<file path="src/rfpc_regs.vh">
// Register offsets, field positions and reset values for the RF port and bias control
`ifndef RFPC_REGS_VH
`define RFPC_REGS_VH
`define RFPC_SEC_CTRL_ADDR 6'h07
`define RFPC_SEC_CTRL_RESET 16'h0000
`define RFPC_PORT_SEL_BIT 12
`define RFPC_BIAS_INV_BIT 13
`define RFPC_BIAS_EN_BIT 14
`endif

</file>
<file path="src/rfpc_top.v">
// RF port configuration and switched bias control, with the secondary control register
`timescale 1ns/1ps
`include "rfpc_regs.vh"
// Behaviour
// - Bit 12 selects port use: 0 dual-port (reset), 1 single-port.
// - Single-port mode uses the shared RF pad pair for both receive and transmit.
// - Single-port receive closes receive switch and keeps transmit amplifier off.
// - Single-port transmit opens receive switch and enables transmit amplifier.
// - Single-port, enabled bias output is high in transmit, low in receive.
// - Dual-port: input pads receive only, switch closed, their amplifier off.
// - Dual-port: separate output pads transmit, their amplifier on while transmitting.
// - Dual-port, enabled bias output shows transmit or receive state.
// - Bias output tri-stated while bit 14 is 0, its reset value.
// - Bit 14 at 1 drives bias output from mode, polarity and activity.
// - Polarity bit 13 acts only in dual-port mode with output enabled.
// - Bit 13 at 1 inverts dual-port bias sense; reset value 0.
module rfpc_top
(
  // Clock and reset
  input wire mclk,
  input wire srst,
  // Register port from the serial host interface
  input wire [5:0] reg_addr,
  input wire [15:0] reg_wdata,
  input wire reg_wr,
  input wire reg_rd,
  output reg [15:0] reg_rdata_q,
  // Radio activity
  input wire tx_active,
  input wire rx_active,
  // RF path controls
  output reg shared_pad_rx_sw_q,
  output reg shared_pad_amp_en_q,
  output reg amp_out_amp_en_q,
  output reg shared_pad_bidir_q,
  // Switched bias pin
  output wire switched_bias_out,
  output wire switched_bias_out_oe
);
  reg [15:0] ctrl_q;
  reg [15:0] rdata_d;
  reg [5:0] path_sel;
  reg rx_sw_d;
  reg shared_amp_d;
  reg out_amp_d;
  reg bidir_d;
  wire addr_hit;
  wire wr_hit;
  wire rd_hit;
  wire tx_req;
  wire rx_req;
  wire port_config_select;
  wire bias_out_invert;
  wire bias_out_enable;

  // One-hot codes for how the RF pads are in use
  localparam [5:0] PATH_DUAL_IDLE = 6'h01;
  localparam [5:0] PATH_DUAL_RX = 6'h02;
  localparam [5:0] PATH_DUAL_TX = 6'h04;
  localparam [5:0] PATH_SINGLE_IDLE = 6'h08;
  localparam [5:0] PATH_SINGLE_RX = 6'h10;
  localparam [5:0] PATH_SINGLE_TX = 6'h20;

  // ----------------------------------------
  // Register decode
  // ----------------------------------------
  assign addr_hit = (reg_addr == `RFPC_SEC_CTRL_ADDR);
  assign wr_hit = reg_wr & addr_hit;
  assign rd_hit = reg_rd & addr_hit;

  // ----------------------------------------
  // Secondary control register
  // ----------------------------------------
  always @(posedge mclk)
  begin
    if (srst)
      ctrl_q <= `RFPC_SEC_CTRL_RESET;
    else if (wr_hit)
      ctrl_q <= reg_wdata;
  end

  assign port_config_select = ctrl_q[`RFPC_PORT_SEL_BIT];
  assign bias_out_invert = ctrl_q[`RFPC_BIAS_INV_BIT];
  assign bias_out_enable = ctrl_q[`RFPC_BIAS_EN_BIT];

  // ----------------------------------------
  // Read-back
  // ----------------------------------------
  // Unmapped reads return zero; the last value holds between reads
  always @*
  begin
    rdata_d = reg_rdata_q;
    if (rd_hit)
      rdata_d = ctrl_q;
    else if (reg_rd)
      rdata_d = 16'h0000;
  end

  always @(posedge mclk)
  begin
    if (srst)
      reg_rdata_q <= 16'h0000;
    else
      reg_rdata_q <= rdata_d;
  end

  // ----------------------------------------
  // Radio activity
  // ----------------------------------------
  // Transmit wins when both activity flags are up
  assign tx_req = tx_active;
  assign rx_req = rx_active & ~tx_active;

  // ----------------------------------------
  // RF path selection
  // ----------------------------------------
  always @*
  begin
    path_sel = PATH_DUAL_IDLE;
    if (port_config_select)
    begin
      if (tx_req)
        path_sel = PATH_SINGLE_TX;
      else if (rx_req)
        path_sel = PATH_SINGLE_RX;
      else
        path_sel = PATH_SINGLE_IDLE;
    end
    else
    begin
      if (tx_req)
        path_sel = PATH_DUAL_TX;
      else if (rx_req)
        path_sel = PATH_DUAL_RX;
      else
        path_sel = PATH_DUAL_IDLE;
    end
  end

  // Pad use for each path; unknown codes fall back to dual-port receive
  always @*
  begin
    rx_sw_d = 1'b1;
    shared_amp_d = 1'b0;
    out_amp_d = 1'b0;
    bidir_d = 1'b0;
    case (path_sel)
      PATH_SINGLE_TX:
      begin
        bidir_d = 1'b1;
        rx_sw_d = 1'b0;
        shared_amp_d = 1'b1;
        out_amp_d = 1'b0;
      end
      PATH_SINGLE_RX:
      begin
        bidir_d = 1'b1;
        rx_sw_d = 1'b1;
        shared_amp_d = 1'b0;
        out_amp_d = 1'b0;
      end
      PATH_SINGLE_IDLE:
      begin
        bidir_d = 1'b1;
        rx_sw_d = 1'b1;
        shared_amp_d = 1'b0;
        out_amp_d = 1'b0;
      end
      PATH_DUAL_TX:
      begin
        bidir_d = 1'b0;
        rx_sw_d = 1'b1;
        shared_amp_d = 1'b0;
        out_amp_d = 1'b1;
      end
      PATH_DUAL_RX:
      begin
        bidir_d = 1'b0;
        rx_sw_d = 1'b1;
        shared_amp_d = 1'b0;
        out_amp_d = 1'b0;
      end
      PATH_DUAL_IDLE:
      begin
        bidir_d = 1'b0;
        rx_sw_d = 1'b1;
        shared_amp_d = 1'b0;
        out_amp_d = 1'b0;
      end
      default:
      begin
        bidir_d = 1'b0;
        rx_sw_d = 1'b1;
        shared_amp_d = 1'b0;
        out_amp_d = 1'b0;
      end
    endcase
  end

  // ----------------------------------------
  // RF path control registers
  // ----------------------------------------
  always @(posedge mclk)
  begin
    if (srst)
    begin
      shared_pad_rx_sw_q <= 1'b1;
      shared_pad_amp_en_q <= 1'b0;
      amp_out_amp_en_q <= 1'b0;
      shared_pad_bidir_q <= 1'b0;
    end
    else
    begin
      shared_pad_rx_sw_q <= rx_sw_d;
      shared_pad_amp_en_q <= shared_amp_d;
      amp_out_amp_en_q <= out_amp_d;
      shared_pad_bidir_q <= bidir_d;
    end
  end

  // ----------------------------------------
  // Switched bias output
  // ----------------------------------------
  rfpc_bias_drive u_bias
  (
    .mclk(mclk),
    .srst(srst),
    .bias_out_enable(bias_out_enable),
    .bias_out_invert(bias_out_invert),
    .port_config_select(port_config_select),
    .tx_active(tx_active),
    .rx_active(rx_active),
    .bias_out_q(switched_bias_out),
    .bias_out_oe_q(switched_bias_out_oe)
  );
endmodule

</file>
<file path="src/rfpc_bias_drive.v">
// Switched bias output level and enable logic
`timescale 1ns/1ps
module rfpc_bias_drive
(
  // Clock and reset
  input wire mclk,
  input wire srst,
  // Control
  input wire bias_out_enable,
  input wire bias_out_invert,
  input wire port_config_select,
  input wire tx_active,
  input wire rx_active,
  // Pin
  output reg bias_out_q,
  output reg bias_out_oe_q
);
  reg level_d;

  always @*
  begin
    level_d = 1'b0;
    if (port_config_select)
      level_d = tx_active;
    else if (tx_active || rx_active)
      level_d = tx_active ^ bias_out_invert;
  end

  always @(posedge mclk)
  begin
    if (srst)
    begin
      bias_out_q <= 1'b0;
      bias_out_oe_q <= 1'b0;
    end
    else
    begin
      bias_out_oe_q <= bias_out_enable;
      bias_out_q <= bias_out_enable & level_d;
    end
  end
endmodule

</file>
<file path="config.mk">
export PLATFORM = sky130hd
export DESIGN_NAME = rfpc_top
export DESIGN_NICKNAME = d
export VERILOG_FILES = /design/src/rfpc_top.v /design/src/rfpc_bias_drive.v
export VERILOG_INCLUDE_DIRS = /design/src
export SDC_FILE = /design/constraint.sdc
export NUM_CORES = 1
export LEC_CHECK = 0
export BUFFER_PORTS_ARGS = -buffer_cell sky130_fd_sc_hd__buf_2
export CAP_MARGIN = 20
export CELL_PAD_IN_SITES_DETAIL_PLACEMENT = 0
export CELL_PAD_IN_SITES_GLOBAL_PLACEMENT = 1
export CORE_MARGIN = 2
export CORE_UTILIZATION = 38
export DETAILED_ROUTE_END_ITERATION = 16
export PLACE_DENSITY = 0.86
export SLEW_MARGIN = 0
export SYNTH_ARGS = -nofsm -noshare
export SYNTH_HDL_FRONTEND = slang
export SYNTH_SLANG_ARGS = --single-unit
</file>
<file path="constraint.sdc">
create_clock -name mclk -period 1.7 [get_ports mclk]
set_input_delay 0.085 -clock mclk [delete_from_list [all_inputs] [get_ports mclk]]
set_output_delay 0.085 -clock mclk [all_outputs]
set_load 0.01 [all_outputs]
</file>
**After elaboration in Yosys (flattened, before gate mapping)**

Cells that the tools add are included.

- Equality and inequality tests: 5
- Bitwise logic cells: 6
- Multiplexer cells: 13
- Reductions and logical operators: 3

Operator list:

| cell | count |
|---|---|
| $mux 16 | 2 |
| $eq 6x3->1 const B | 2 |
| $mux 6 | 2 |
| $eq 6x4->1 const B | 1 |
| $eq 6x5->1 const B | 1 |
| $eq 6x6->1 const B | 1 |
| $mux 1 | 6 |
| $mux 5 | 1 |
| $and 1x1->1 | 4 |
| $mux 3 | 1 |
| $reduce_or 3->1 | 1 |
| $mux 2 | 1 |
| $reduce_bool 2->1 | 1 |
| $logic_or 1x1->1 | 1 |
| $not 1->1 | 1 |
| $xor 1x1->1 | 1 |

- Word-level logic and storage cells: 35
- Register bits after elaboration: 38
- Output and inout bits: 22

**Depth between registers and ports, before layout**

- Depth in word-level cells: 8
- Mapped depth: 5
- Mapped depth without buffers: 4

**Modules after synthesis**

A second synthesis with hierarchy kept.

- Cell total of the unflattened synthesis: 178
- Area total of the unflattened synthesis: 1627.8 um^2

Modules (own cells, without submodules):

| module | sequential area each (um^2) | cells an instance | area an instance (um^2) | instances |
|---|---|---|---|---|
| rfpc_top | 720.7 | 171 | 1555.2 | 1 |
| rfpc_bias_drive | 40.0 | 7 | 72.6 | 1 |

**Least setup slack after synthesis**

OpenSTA, ideal clock, no wires.

- Path type: flip-flop to flip-flop
- Start: register ctrl_q[13]
- End: register u_bias.bias_out_q
- Cell stages (with the launch flop): 4
- Path buffers: 0
- Path slack: 0.537 ns
- Library setup time: 0.070 ns
- Clock period less this slack: 1.163 ns
- Arrival time: 1.093 ns
- Data required time: 1.630 ns
- Path through: dfxtp_1 > inv_1 > or4b_2 > a21oi_1

- Cells in the longest elaborated chain, start to end: 4

Ends and longest elaborated chain:

| element | RTL line | text |
|---|---|---|
| start, declared | rfpc_top.v:40 | `reg [15:0] ctrl_q;` |
| start signal, assigned | rfpc_top.v:77 | `` ctrl_q <= `RFPC_SEC_CTRL_RESET; `` |
| start signal, assigned | rfpc_top.v:79 | `ctrl_q <= reg_wdata;` |
| $xor 1x1->1 | rfpc_bias_drive.v:26 | `level_d = tx_active ^ bias_out_invert;` |
| $mux 1 | rfpc_bias_drive.v:25 | `else if (tx_active \|\| rx_active)` |
| $mux 1 | rfpc_bias_drive.v:23 | `if (port_config_select)` |
| $and 1x1->1 | rfpc_bias_drive.v:39 | `bias_out_q <= bias_out_enable & level_d;` |
| end signal, assigned | rfpc_bias_drive.v:39 |  |
| end, declared | rfpc_bias_drive.v:15 | `output reg bias_out_q,` |

No other way between the ends.
A chain may end at the register's enable or synchronous reset.

**Final worst setup path**

Same ends and word-level chain as after synthesis.

==> impl_metrics.env <==
export IMPL_run_status="finished, final reports clean"
export IMPL_antenna_found_initial=0
export IMPL_critPathCaptureType="flip-flop"
export IMPL_worst_endpoint_arrival_ns=1.44
export IMPL_yosys_cell_types_count=25
export IMPL_dr_wl_met2_um=1540
export IMPL_vias=1217
export IMPL_tns_ns=0
export IMPL_drv_slew=0
export IMPL_hpwl_um=2060
export IMPL_netlist_area_um2=1640
export IMPL_powerDensity_nw_per_um2=804
export IMPL_layout_min_cycle_time_ns=1.22
export IMPL_rsz0062_at_grt="no"
export IMPL_io_pins=50
export IMPL_path_max_fanout=3
export IMPL_holdPathStages=3
export IMPL_start_util_pct=40.2
export IMPL_dieArea_um2=4860
export IMPL_pwr_share_clk_pct=38.6
export IMPL_fill_cells=402
export IMPL_post_cts_resized=0
export IMPL_routed_top_layer="met4"
export IMPL_leakage_nw=0.798
export IMPL_hold_path_startpoint="reg_wdata[6]"
export IMPL_ys_seq_elements=38
export IMPL_holdPathEnd="ctrl_q[6]$_SDFFE_PP0P_"
export IMPL_grt_pass1_wl_um=5090
export IMPL_r2r_cells=3
export IMPL_wl_met1_um=1350
export IMPL_cts_buffer_depth=2
export IMPL_hold_viol_final=0
export IMPL_reg2reg_from="ctrl_q[13]$_SDFFE_PP0P_"
export IMPL_grt_pass1_vias=1174
export IMPL_p_switching_mw=0.351
export IMPL_combinationalPowerShare_pct=6.2
export IMPL_ant_nets=0
export IMPL_min_path_type="in -> reg"
export IMPL_cts_tree="yes"
export IMPL_syn_mean_instance_area_um2=10.3
export IMPL_path_clk_slew_ns=0.07
export IMPL_cts_buffers=5
export IMPL_die_h_um=69.7
export IMPL_dr_pass1_iters=6
export IMPL_routed_wl_um=3050
export IMPL_relSlewSlack_pct=66.5
export IMPL_place_ws_ns=0.392
export IMPL_first_iter_violations=61
export IMPL_syn2layout_area_growth_pct=22.8
export IMPL_gp_congestion=0.681
export IMPL_max_vdd_ir_drop_mv=0.421
export IMPL_grt_max_degree=34
export IMPL_p_total_mw=1.62
export IMPL_nets=235
export IMPL_fin_skew_ns=0.00380
export IMPL_ys_warn_count=0
export IMPL_reg2reg_to="u_bias.bias_out_q$_SDFF_PP0_"
export IMPL_cts_sinks=38
export IMPL_cts_root_buf="clkbuf_8"
export IMPL_critical_path_class="reg -> reg"
export IMPL_core_area_um2=4090
export IMPL_gr_total_overflow=0
export IMPL_die_x_um=69.7
export IMPL_num_rows=23
export IMPL_cp_start_kind="flip-flop"
export IMPL_p_seq_share_pct=55.2
export IMPL_critPathRequiredTime_ns=1.92
export IMPL_worstSkewPairLatency_ns=0.29
export IMPL_vias_per_cell=4.72
export IMPL_finalSetupViolations=0
export IMPL_htreeDepth=2
export IMPL_groute_usage_overall_pct=13.0
export IMPL_rrSetupSlack_ns=0.48
export IMPL_period_share_pct=71.7
export IMPL_drc=0
export IMPL_wl_met3_um=144
export IMPL_drv_cap=0
export IMPL_max_slew_worst_pin_slew_ns=0.502
export IMPL_cts_hold_buffers=0
export IMPL_intPower_mw=1.27
export IMPL_n_antenna_cell=0
export IMPL_ys_seq_area_share_pct=46.3
export IMPL_swShare_pct=21.7
export IMPL_post_cts_buffers=0
export IMPL_port_buffers=49
export IMPL_wl_per_cell_um=11.8
export IMPL_syn_inst=159
export IMPL_syn_num_nets=187
export IMPL_drive_gt1_share_pct=41.8
export IMPL_fmax_mhz=820
export IMPL_layout_setup_ws_ns=0.480
[cell usage after synthesis (all sizes together)]
master,n,area [um2]
or3,1,6.26
inv,5,18.8
o31ai,14,154
nand2,16,60.1
buf,5,55.1
and2,1,6.26
nand4b,1,8.76
o32ai,2,17.5
dfxtp,38,761
o21ai,1,5.00
or3b,14,123
nor2b,2,12.5
mux2i,15,150
clkbuf,9,33.8
nor3b,1,7.51
or4b,1,10.0
nand2b,30,188
nor4b,1,8.76
a21oi,1,5.00
mux2,1,11.3
[through the flow]
stage	instances	cell area (um2)	hold slack, ns	util [%]
after floorplan	159	1640	0.229	-
after CTS	258	2020	0.0478	49.3
after global placement	250	1920	0.353	47.1
final	258	2020	0.0518	49.3
after global routing	258	2020	0.0521	49.3
after detailed placement	250	1920	0.353	47.1
[state kept, by name (all words and copies together) (netlist names)]
| register | count |
|---|---|
| ctrl_q | 16 |
| reg_rdata_q | 16 |
| amp_out_amp_en_q | 1 |
| shared_pad_amp_en_q | 1 |
| shared_pad_bidir_q | 1 |
| shared_pad_rx_sw_q | 1 |
| u_bias.bias_out_oe_q | 1 |
| u_bias.bias_out_q | 1 |
[power groups by stage]
| stage | Combinational [mW] | Clock [mW] | Sequential, mW |
|---|---|---|---|
| CTS | 0.103 | 0.642 | 0.894 |
| global placement | 0.103 | 0 | 0.914 |
| finish | 0.101 | 0.626 | 0.894 |
| global route | 0.112 | 0.678 | 0.893 |
| detailed placement | 0.102 | 0 | 0.914 |
| floorplan | 0.0533 | 0 | 0.915 |
[per-layer routing]
layer  vias up  track usage (%)
met5         -                0
met4         0             4.49
met3         2             5.23
met2        21             22.1
met1       564             14.8
li1        630                -
[worst max path at each step]
stage | slack (ns) | from | endpoint | depth (start not counted)
2_1_floorplan | 0.54 | ctrl_q[13]$_SDFFE_PP0P_ | u_bias.bias_out_q$_SDFF_PP0_ | 3
3_3_place_gp | 0.40 | reg_addr[3] | ctrl_q[5]$_SDFFE_PP0P_ | 6
3_5_place_dp | 0.39 | reg_addr[3] | ctrl_q[8]$_SDFFE_PP0P_ | 6
4_1_cts | 0.46 | ctrl_q[13]$_SDFFE_PP0P_ | u_bias.bias_out_q$_SDFF_PP0_ | 3
5_1_grt | 0.39 | ctrl_q[13]$_SDFFE_PP0P_ | u_bias.bias_out_q$_SDFF_PP0_ | 3
6_report | 0.48 | ctrl_q[13]$_SDFFE_PP0P_ | u_bias.bias_out_q$_SDFF_PP0_ | 3
[layout make-up]
cell class              instances  area [um2]  area share [%]
well taps                      50        62.6            3.10
clock inverters                 1        5.00           0.248
clock buffers                   7        86.3            4.28
inverters                       5        18.8           0.931
multi-input cells             102         779            38.7
flip-flops and latches         38         761            37.7
repair buffers                 55         303            15.0
[worst max-delay path: stages (launching register included)]
cell     delay [ns]
dfxtp_1        0.35
inv_1          0.06
or4b_2         0.62
a21oi_1        0.13
[kinds of logic (layout without fill, tap and decap cells)]
| family | Yosys count | count (layout) | share of synthesized area [%] |
|---|---|---|---|
| flops | 38 | 38 | 46.3 |
| compound gates | 18 | 18 | 11.1 |
| buf+inv | 19 | 68 | 6.55 |
| mux | 16 | 16 | 9.83 |
| simple gates | 68 | 68 | 26.2 |
[layout by cell type (no fill, tap or decap), types with 5 or more instances in the layout]
cell,n
clkbuf_8,6
or3b_2,14
buf_2,49
inv_1,5
nand2b_1,30
nand2_1,16
o31ai_1,6
dfxtp_1,38
o31ai_2,7
mux2i_1,15
buf_4,5
Power figures use the tool's default switching activity.
